$ cat src/include/srap_map.svh
// constants of the serial register access port: lengths, field positions, offsets, resets
`ifndef SRAP_MAP_SVH
`define SRAP_MAP_SVH

// ****************************************************************
// frame lengths in serial clock cycles
// ****************************************************************
`define SRAP_LEN_25 5'd25
`define SRAP_LEN_24 5'd24
`define SRAP_LEN_16 5'd16

// header lengths: bits before the data phase
`define SRAP_HDR_25 5'd9
`define SRAP_HDR_24 5'd8
`define SRAP_HDR_16 5'd8

// ****************************************************************
// header field positions, counted in the shift register after the header
// ****************************************************************
`define SRAP_H25_DIR 8
`define SRAP_H25_IDSEL 7
`define SRAP_H24_DIR 7
`define SRAP_H16_FMT_HI 7
`define SRAP_H16_FMT_LO 6
`define SRAP_H16_DIR 5
`define SRAP_H16_SUB_HI 4
`define SRAP_H16_SUB_LO 2

// ****************************************************************
// indirect register numbers and read format
// ****************************************************************
`define SRAP_IND_ADDR 3'b001
`define SRAP_IND_LOW 3'b010
`define SRAP_IND_HIGH 3'b100
`define SRAP_FMT_NARROW 2'b00

// ****************************************************************
// register file
// ****************************************************************
`define SRAP_REG_COUNT 128
`define SRAP_ANALOG_IDX 7'h70
`define SRAP_PD_BIT 1
`define SRAP_ANALOG_RST 16'h0000
`define SRAP_WORD_RST 16'h0000
`define SRAP_BYTE_RST 8'h00

`endif

$ cat src/include/srap_pkg.sv
// types shared by the serial register access port
package srap_pkg;

  // ****************************************************************
  // frame length mode, one-hot
  // ****************************************************************
  typedef enum logic [2:0] {
    srap_m25 = 3'b001,  // 16-bit access with identity bit
    srap_m24 = 3'b010,  // 16-bit access without identity bit
    srap_m16 = 3'b100   // 8-bit indirect access
  } srap_mode_e;

  // ****************************************************************
  // frame phase, one-hot
  // ****************************************************************
  typedef enum logic [2:0] {
    srap_hdr = 3'b001,   // collecting header bits
    srap_data = 3'b010,  // data phase of an accepted frame
    srap_skip = 3'b100   // frame ignored or finished, wait for deselect
  } srap_phase_e;

endpackage

$ cat src/srap_sync.sv
// two-flop synchronisers for the pins sampled by mclk
`timescale 1ns/1ns
`default_nettype none

module srap_sync (
  // clock and control
  input wire logic mclk,
  input wire logic rst,
  input wire logic clk_en,
  // raw pins and synchronised copies
  input wire logic [5:0] pin_in,
  output logic [5:0] pin_sync
);

  // ****************************************************************
  // one synchroniser per pin
  // ****************************************************************
  genvar g;
  generate
    for (g = 0; g < 6; g++) begin : g_bit
      logic meta_reg;  // first stage, read only by the second
      logic sync_reg;  // second stage, safe to use
      always_ff @(posedge mclk) begin
        if (rst) begin
          meta_reg <= 1'b0;
          sync_reg <= 1'b0;
        end else if (clk_en) begin
          meta_reg <= pin_in[g];
          sync_reg <= meta_reg;
        end
      end
      assign pin_sync[g] = sync_reg;
    end
  endgenerate

endmodule // srap_sync

`default_nettype wire

$ cat src/srap_top.sv
// serial register access port with register file and receiver power-down control
`timescale 1ns/1ns
`default_nettype none
`include "srap_map.svh"

module srap_top import srap_pkg::*; (
  // clock, reset, enable
  input wire logic mclk,
  input wire logic rst,
  input wire logic clk_en,
  // four-wire serial port
  input wire logic select_n,
  input wire logic sclk,
  input wire logic serial_in,
  output logic serial_out,
  output logic serial_out_oe,
  // straps
  input wire logic frame_mode_strap,
  input wire logic identity_strap,
  // differential receiver
  input wire logic rx_clk_in,
  output logic rx_clk_out,
  output logic diff_rx_powerdown_n
);

  // ****************************************************************
  // synchronised pins and edge detect
  // ****************************************************************
  logic [5:0] pin_sync;  // select, sclk, data, two straps, rx clock
  logic sel_s, sck_s, sdi_s, frame_mode_strap_s, id_s, rxc_s;
  logic sck_prev_reg;  // last sampled sclk level
  logic sck_rise;      // one mclk pulse per sclk rising edge

  srap_sync srap_sync_inst (
    .mclk(mclk),
    .rst(rst),
    .clk_en(clk_en),
    .pin_in({rx_clk_in, identity_strap, frame_mode_strap, serial_in, sclk, select_n}),
    .pin_sync(pin_sync)
  );

  assign {rxc_s, id_s, frame_mode_strap_s, sdi_s, sck_s, sel_s} = pin_sync;
  assign sck_rise = sck_s & ~sck_prev_reg;

  always_ff @(posedge mclk) begin
    if (rst) sck_prev_reg <= 1'b0;
    else if (clk_en) sck_prev_reg <= sck_s;
  end

  // ****************************************************************
  // state
  // ****************************************************************
  srap_mode_e mode_reg;     // frame length chosen while deselected
  srap_phase_e phase_reg;   // where the frame stands
  logic [4:0] cnt_reg;      // bits received in this frame
  logic [23:0] sh_reg;      // incoming bits, msb first
  logic dir_reg;            // 1 = read
  logic [6:0] idx_reg;      // direct register number
  logic [2:0] sub_reg;      // indirect register number
  logic [15:0] out_sh_reg;  // outgoing read word
  logic so_reg;             // serial out level
  logic oe_reg;             // serial out enable
  logic [7:0] addr_reg;     // indirect address
  logic [7:0] dlow_reg;     // indirect low byte
  // the high byte feeds the committed word directly, so it keeps no register of its own
  logic [15:0] analog_reg;  // analog control word
  logic rxo_reg;            // gated receiver clock
  logic [15:0] mem [`SRAP_REG_COUNT];  // general registers

  // ****************************************************************
  // frame decode
  // ****************************************************************
  logic [4:0] hdr_len, frame_len, cnt_next;
  logic [23:0] sh_next;
  logic hdr_done, frame_done, hdr_ok, hdr_dir;
  logic [6:0] hdr_idx;
  logic [1:0] hdr_fmt;
  logic [2:0] hdr_sub;

  assign sh_next = {sh_reg[22:0], sdi_s};    // msb arrives first
  assign cnt_next = 5'(cnt_reg + 5'd1);
  assign hdr_done = sck_rise && (phase_reg == srap_hdr) && (cnt_next == hdr_len);
  assign frame_done = sck_rise && (phase_reg == srap_data) && (cnt_next == frame_len);

  // header fields as they stand on the rise that ends the header
  always_comb begin
    hdr_len = `SRAP_HDR_24;
    frame_len = `SRAP_LEN_24;
    hdr_ok = 1'b1;
    hdr_dir = sh_next[`SRAP_H24_DIR];
    hdr_idx = sh_next[6:0];
    hdr_fmt = sh_next[`SRAP_H16_FMT_HI:`SRAP_H16_FMT_LO];
    hdr_sub = sh_next[`SRAP_H16_SUB_HI:`SRAP_H16_SUB_LO];
    unique case (mode_reg)
      srap_m25: begin
        hdr_len = `SRAP_HDR_25;
        frame_len = `SRAP_LEN_25;
        hdr_dir = sh_next[`SRAP_H25_DIR];
        hdr_ok = (sh_next[`SRAP_H25_IDSEL] == id_s);
      end
      srap_m24: begin
        hdr_len = `SRAP_HDR_24;
        frame_len = `SRAP_LEN_24;
      end
      srap_m16: begin
        hdr_len = `SRAP_HDR_16;
        frame_len = `SRAP_LEN_16;
        hdr_dir = sh_next[`SRAP_H16_DIR];
      end
      default: hdr_ok = 1'b0;  // illegal code: ignore the frame
    endcase
  end

  // ****************************************************************
  // frame length from the straps, taken only while deselected
  // ****************************************************************
  always_ff @(posedge mclk) begin
    if (rst) mode_reg <= srap_m25;
    else if (clk_en && sel_s) begin
      if (!frame_mode_strap_s) mode_reg <= srap_m25;
      else if (!id_s) mode_reg <= srap_m24;
      else mode_reg <= srap_m16;
    end
  end

  // ****************************************************************
  // bit counter and input shifter
  // ****************************************************************
  always_ff @(posedge mclk) begin
    if (rst) begin
      cnt_reg <= 5'd0;
      sh_reg <= 24'h000000;
    end else if (clk_en) begin
      if (sel_s) begin
        cnt_reg <= 5'd0;
        sh_reg <= 24'h000000;
      end else if (sck_rise && cnt_reg != frame_len) begin
        cnt_reg <= cnt_next;  // extra clocks past the frame are dropped
        sh_reg <= sh_next;
      end
    end
  end

  // ****************************************************************
  // phase and latched header
  // ****************************************************************
  always_ff @(posedge mclk) begin
    if (rst) begin
      phase_reg <= srap_hdr;
      dir_reg <= 1'b0;
      idx_reg <= 7'h00;
      sub_reg <= 3'b000;
    end else if (clk_en) begin
      if (sel_s) phase_reg <= srap_hdr;
      else begin
        unique case (phase_reg)
          srap_hdr: if (hdr_done) begin
            phase_reg <= hdr_ok ? srap_data : srap_skip;
            dir_reg <= hdr_dir;
            idx_reg <= hdr_idx;
            sub_reg <= hdr_sub;
          end
          srap_data: if (frame_done) phase_reg <= srap_skip;
          srap_skip: phase_reg <= srap_skip;
          default: phase_reg <= srap_skip;
        endcase
      end
    end
  end

  // ****************************************************************
  // write path
  // ****************************************************************
  logic frame_wr, wr_en;
  logic [6:0] wr_idx;
  logic [15:0] wr_data;
  logic is_m16;

  assign is_m16 = (mode_reg == srap_m16);
  assign frame_wr = frame_done && !dir_reg;
  // 8-bit mode commits only when the high byte lands
  assign wr_en = frame_wr && (!is_m16 || sub_reg == `SRAP_IND_HIGH);
  assign wr_idx = is_m16 ? addr_reg[6:0] : idx_reg;
  assign wr_data = is_m16 ? {sh_next[7:0], dlow_reg} : sh_next[15:0];

  // indirect byte registers
  always_ff @(posedge mclk) begin
    if (rst) begin
      addr_reg <= `SRAP_BYTE_RST;
      dlow_reg <= `SRAP_BYTE_RST;
    end else if (clk_en && frame_wr && is_m16) begin
      if (sub_reg == `SRAP_IND_ADDR) addr_reg <= sh_next[7:0];
      if (sub_reg == `SRAP_IND_LOW) dlow_reg <= sh_next[7:0];
    end
  end

  // general register array; the analog word lives apart so it always has a value
  always_ff @(posedge mclk) begin
    if (rst) begin
      for (int i = 0; i < `SRAP_REG_COUNT; i++) mem[i] <= `SRAP_WORD_RST;
    end else if (clk_en && wr_en) mem[wr_idx] <= wr_data;
  end

  always_ff @(posedge mclk) begin
    if (rst) analog_reg <= `SRAP_ANALOG_RST;
    else if (clk_en && wr_en && wr_idx == `SRAP_ANALOG_IDX) analog_reg <= wr_data;
  end

  // ****************************************************************
  // read path
  // ****************************************************************
  logic [6:0] rd_idx;
  logic [15:0] rd_word, rd_load;
  logic [7:0] rd_byte;

  assign rd_idx = is_m16 ? addr_reg[6:0] : hdr_idx;
  assign rd_word = (rd_idx == `SRAP_ANALOG_IDX) ? analog_reg : mem[rd_idx];

  always_comb begin
    rd_byte = `SRAP_BYTE_RST;
    if (hdr_sub == `SRAP_IND_ADDR) rd_byte = addr_reg;
    else if (hdr_sub == `SRAP_IND_LOW) rd_byte = rd_word[7:0];
    else if (hdr_sub == `SRAP_IND_HIGH) rd_byte = rd_word[15:8];
    if (hdr_fmt == `SRAP_FMT_NARROW) rd_byte[7:6] = 2'b00;
    rd_load = is_m16 ? {rd_byte, `SRAP_BYTE_RST} : rd_word;
  end

  // ****************************************************************
  // serial out: loaded at header end, shifted after each rise
  // ****************************************************************
  logic load_rd;
  assign load_rd = hdr_done && hdr_ok && hdr_dir;

  always_ff @(posedge mclk) begin
    if (rst) begin
      out_sh_reg <= `SRAP_WORD_RST;
      so_reg <= 1'b0;
      oe_reg <= 1'b0;
    end else if (clk_en) begin
      if (sel_s) begin
        oe_reg <= 1'b0;
        so_reg <= 1'b0;
      end else if (load_rd) begin
        out_sh_reg <= rd_load;
        so_reg <= rd_load[15];  // first bit set up well before next rise
        oe_reg <= 1'b1;
      end else if (sck_rise && oe_reg && phase_reg == srap_data) begin
        out_sh_reg <= {out_sh_reg[14:0], 1'b0};
        so_reg <= out_sh_reg[14];  // host has sampled the old bit on this rise
      end
    end
  end

  // ****************************************************************
  // receiver clock gating
  // ****************************************************************
  always_ff @(posedge mclk) begin
    if (rst) rxo_reg <= 1'b0;
    else if (clk_en) rxo_reg <= rxc_s & analog_reg[`SRAP_PD_BIT];
  end

  assign serial_out = so_reg;
  assign serial_out_oe = oe_reg;
  assign rx_clk_out = rxo_reg;
  assign diff_rx_powerdown_n = analog_reg[`SRAP_PD_BIT];
endmodule // srap_top

`default_nettype wire
$ cat config.mk
export PLATFORM = sky130hd
export DESIGN_NAME = srap_top
export DESIGN_NICKNAME = d
export VERILOG_FILES = /design/src/include/srap_pkg.sv /design/src/srap_sync.sv /design/src/srap_top.sv
export VERILOG_INCLUDE_DIRS = /design/src /design/src/include
export SDC_FILE = /design/constraint.sdc
export NUM_CORES = 2
export LEC_CHECK = 0
export ABC_AREA = 1
export BUFFER_PORTS_ARGS = -buffer_cell sky130_fd_sc_hd__buf_4
export CORE_MARGIN = 3
export CORE_UTILIZATION = 40
export DETAILED_ROUTE_END_ITERATION = 6
export HOLD_SLACK_MARGIN = 0.15
export SETUP_SLACK_MARGIN = 0.3
export SLEW_MARGIN = 5
export SYNTH_ARGS = -nofsm -noshare
export SYNTH_HDL_FRONTEND = slang
export SYNTH_SLANG_ARGS = --single-unit
export TNS_END_PERCENT = 5
$ cat constraint.sdc
create_clock -name mclk -period 6.35 [get_ports mclk]
set_input_delay 1.27 -clock mclk [delete_from_list [all_inputs] [get_ports mclk]]
set_output_delay 1.27 -clock mclk [all_outputs]
set_load 0.02 [all_outputs]
==> reports/results.txt <==
TritonCTS built the clock tree. The launch point of the worst hold path was dir_reg$_SDFFE_PP0P_. Across all layers, the routed design uses 72400 vias. I/O pin count: 13. The overall fraction of global-route tracks in use was 23.7%; the post-route antenna net violation count was 0. The floorplan step set the die height to 498 um. The total wire length is 303 mm, and the number of distinct standard cells referenced by the synthesized netlist is 47.

IR analysis of the VDD net gives a maximum drop of 284 uV. The source-to-sink clock delay at the later pin of the worst-skew pair is 0.87 ns, and the leftover overflow at the end of global routing is 0. By area the synthesized netlist is led by sky130_fd_sc_hd__edfxtp_1 (64%), sky130_fd_sc_hd__nor2_1 (9.7%), sky130_fd_sc_hd__nand2_1 (7.3%).

The net count of the finished layout is 9449. Summed over all instances, the cell type with the most area after synthesis is sky130_fd_sc_hd__edfxtp_1. The number of nets handed over by synthesis was 9879. The initial antenna violation count was 5; the worst-margin pin slew was 1.31 ns.

Across the routed clock network, the largest skew measured is 0.0328 ns. The worst hold path depth was 2; the total of hold buffers inserted after clock tree synthesis was 0. The number of post-CTS setup repair buffers was 0; the number of flops mapped to enable cells by yosys was 2048. The worst path in the final design needs a cycle of 5.26 ns, including I/O delays and setup. The peak clock frequency supported by timing is 190 MHz. The number of cells produced by synthesis was 9869. Port buffering added 12 buffers. After synthesis the netlist holds a flip-flop and latch count of 2145. Max-cap violations in this run came to 0.

The number of hold violations in the final report was 0. The worst register-to-register path ends at mem[52][4]$_SDFFCE_PN0P_. The number of cells on the worst reg-to-reg path came out at 13. Setup repair after global routing left no endpoint under its margin. Counting the fill cells in the layout gives 22500.

For this run, the number of Yosys warnings is 0. The tools report the total routed wire length on the met1 layer as 122 mm. The most used flip-flop cell after synthesis is sky130_fd_sc_hd__edfxtp_1.

The min-delay analysis places its worst path in the category flip-flop to flip-flop. Post-cts sizing count: 0. The run gives 28.9 mm as the routed wire length on met3. The tightest hold margin was 0.463 ns; the register area share after synthesis was 65.6%. Layout cell share with drive strength beyond 1: 7.03%.

The logs give 4 for the number of H-tree levels and 12800 for the final cell count without fillers. Number of search-and-repair iterations in the first detailed-routing pass: 6. The clock net in this run drives a total of 2145 sinks.

Cell count after placement: 12400. The worst setup path is of the flip-flop to flip-flop kind. Met2 wire length: 138 mm.

Averaged over all synthesized cells, the footprint is 9.80 um2. The first global-routing pass estimated 446 mm of wire. Area fraction of the dominant cell type after synthesis: 63.6%.

Max-slew violation count: 0. Source of the worst register-to-register timing path: mode_reg[0]$_SDFFE_PP1P_. Counting the buffers created by CTS gives 211. The area of the core is 0.239 mm2. Of all flip-flops after synthesis, the portion carrying an async set or reset was 0%. Dividing the detail-routed wire length by the instance count gives 23.7 um. For this design the ratio of total power to cell area is 288 mW/mm2. The flow ran to the end, and the final reports show no timing, DRC or antenna violations. For this run, the share of the core covered by cells in the final layout is 44.4%. Counting along the longest clock path gives a buffer depth of 3. The tools report the die footprint as 0.248 mm2. The die is 498 um wide. The number of core rows came out at 179.

Setup violations remaining at the end of the flow were counted as 0. The slack of the worst reg-to-reg path came out at 1.09 ns. The synthesized netlist occupies a cell area of 0.0967 mm2. The tools report the worst slew slack as a fraction of its limit as 12.5%.

Data on the critical path arrives at its endpoint at 5.75 ns. The via density per instance is 5.67. STA classifies the critical path endpoint as a flip-flop. The detailed router's first-iteration violation count is 9469.

The worst setup path is launched from a flip-flop. For the worst setup path, the data required time is 6.84 ns. Flip-flop count of the largest register after layout: 2048.

The logs give 40.4% for the effective utilization at floorplan and 178 mm for the HPWL after detailed placement. Entering global routing, the biggest net connects 177 pins. Relative to the synthesized area, the layout overhead comes to 9.79%. After detailed routing, the number of remaining DRC violations is 0. Dividing the final minimum period by the clock period gives 82.8%.

The register clock-pin slew on the reported worst setup and hold paths works out to 0.06 ns. The tools report the CTS root buffer as sky130_fd_sc_hd__clkbuf_16. The number of global-route vias before repair was 68500. Top metal layer carrying routed signals: met5. Summed over all cells, the static leakage comes to 35.2 nW. The worst hold path terminates at dir_reg$_SDFFE_PP0P_. In this run the worst path has a maximum fanout of 25. The global placement routability congestion was 0.930. Adding up every negative setup slack in the final design gives 0 ns.
## cell usage in the layout (no fill, tap or decap), drive strengths merged, types with 78 or more instances in the layout
master / instances
a21oi: 233
buf: 194
clkbuf: 272
clkinv: 91
dfxtp: 97
edfxtp: 2048
inv: 308
nand2: 1922
nand3: 927
nor2: 2520
o211ai: 215
o21ai: 470
o22ai: 78
or2: 82
## cells by family (layout without fill, tap and decap cells)
logic type                 Yosys count  in the layout  synth area share [%]
buffers and inverters             1140            886                  4.72
muxes                                4              4                0.0414
adders and majority gates            1              1                0.0129
xor gates and xnor gates             5              5                0.0453
AOI/OAI and AO/OA                 1083           1083                  6.58
other                                0              2                     0
and+or+nand+nor                   5491           5491                  23.0
DFF                               2145           2145                  65.6
## critical path: stages (launching register included)
cell and delay (ns):
sky130_fd_sc_hd__dfxtp_1 0.34, sky130_fd_sc_hd__nor2_1 0.31, sky130_fd_sc_hd__nand2_2 0.53, sky130_fd_sc_hd__inv_2 0.26
sky130_fd_sc_hd__or2_1 0.13, sky130_fd_sc_hd__nand4_1 0.15, sky130_fd_sc_hd__nor3_1 0.28, sky130_fd_sc_hd__o21a_1 0.20
sky130_fd_sc_hd__and2_1 0.17, sky130_fd_sc_hd__nand2_1 0.20, sky130_fd_sc_hd__nor2_4 0.84, sky130_fd_sc_hd__buf_4 0.42
sky130_fd_sc_hd__nand2_1 0.39, sky130_fd_sc_hd__nand2_1 0.66
## power breakdown
| part | switching, mW | leakage, nW | internal (mW) |
|---|---|---|---|
| registers | 0.192 | 20.2 | 16.1 |
| logic | 1.40 | 11.7 | 0.476 |
| clock network | 5.50 | 3.26 | 6.85 |
## through the flow
stage / worst slack, ns / power, mW / area [um2]
floorplan: 2.47 / 17.7 / 96700
global placement: 1.16 / 18.4 / 99500
detailed placement: 1.17 / 18.5 / 99500
CTS: 1.14 / 30.6 / 106000
global route: 0.832 / 31.4 / 106000
finish: 1.09 / 30.6 / 106000
## Yosys cell counts (all sizes together) (25+ instances only)
| cell | instances |
|---|---|
| nor2 | 2520 |
| edfxtp | 2048 |
| nand2 | 1922 |
| nand3 | 927 |
| clkbuf | 521 |
| o21ai | 470 |
| buf | 316 |
| inv | 301 |
| a21oi | 233 |
| o211ai | 215 |
| dfxtp | 97 |
| or2 | 82 |
| o22ai | 78 |
| a32o | 36 |
| a31oi | 25 |
## worst max-delay path by stage
stage | startpoint | end | slack [ns] | depth (start not counted)
after CTS | mode_reg[0]$_SDFFE_PP1P_ | mem[52][11]$_SDFFCE_PN0P_ | 1.14 | 13
after floorplan | clk_en | mem[23][0]$_SDFFCE_PN0P_ | 2.47 | 11
after global placement | mode_reg[0]$_SDFFE_PP1P_ | mem[52][4]$_SDFFCE_PN0P_ | 1.16 | 13
after global routing | mode_reg[0]$_SDFFE_PP1P_ | mem[52][4]$_SDFFCE_PN0P_ | 0.83 | 13
final | mode_reg[0]$_SDFFE_PP1P_ | mem[52][4]$_SDFFCE_PN0P_ | 1.09 | 13
after detailed placement | rst | mem[116][7]$_SDFFCE_PN0P_ | 1.17 | 7
## per-layer routing
metal,global-route usage [%],vias up
met3,3.84,620
met2,37.0,3789
li1,-,32500
met4,10.2,4
met1,32.8,35500
met5,0,-
## layout make-up
type                    instances  area [um2]  area share, %
flip-flops and latches       2145       63400           59.8
multi-input cells            6584       29000           27.3
clock buffers                 272        5610           5.29
well taps                    3167        3960           3.73
repair buffers                194        1890           1.78
inverters                     303        1170           1.10
clock inverters               117        1090           1.03
diodes                          2        5.00        0.00471
(Power assumes the default switching activity.)
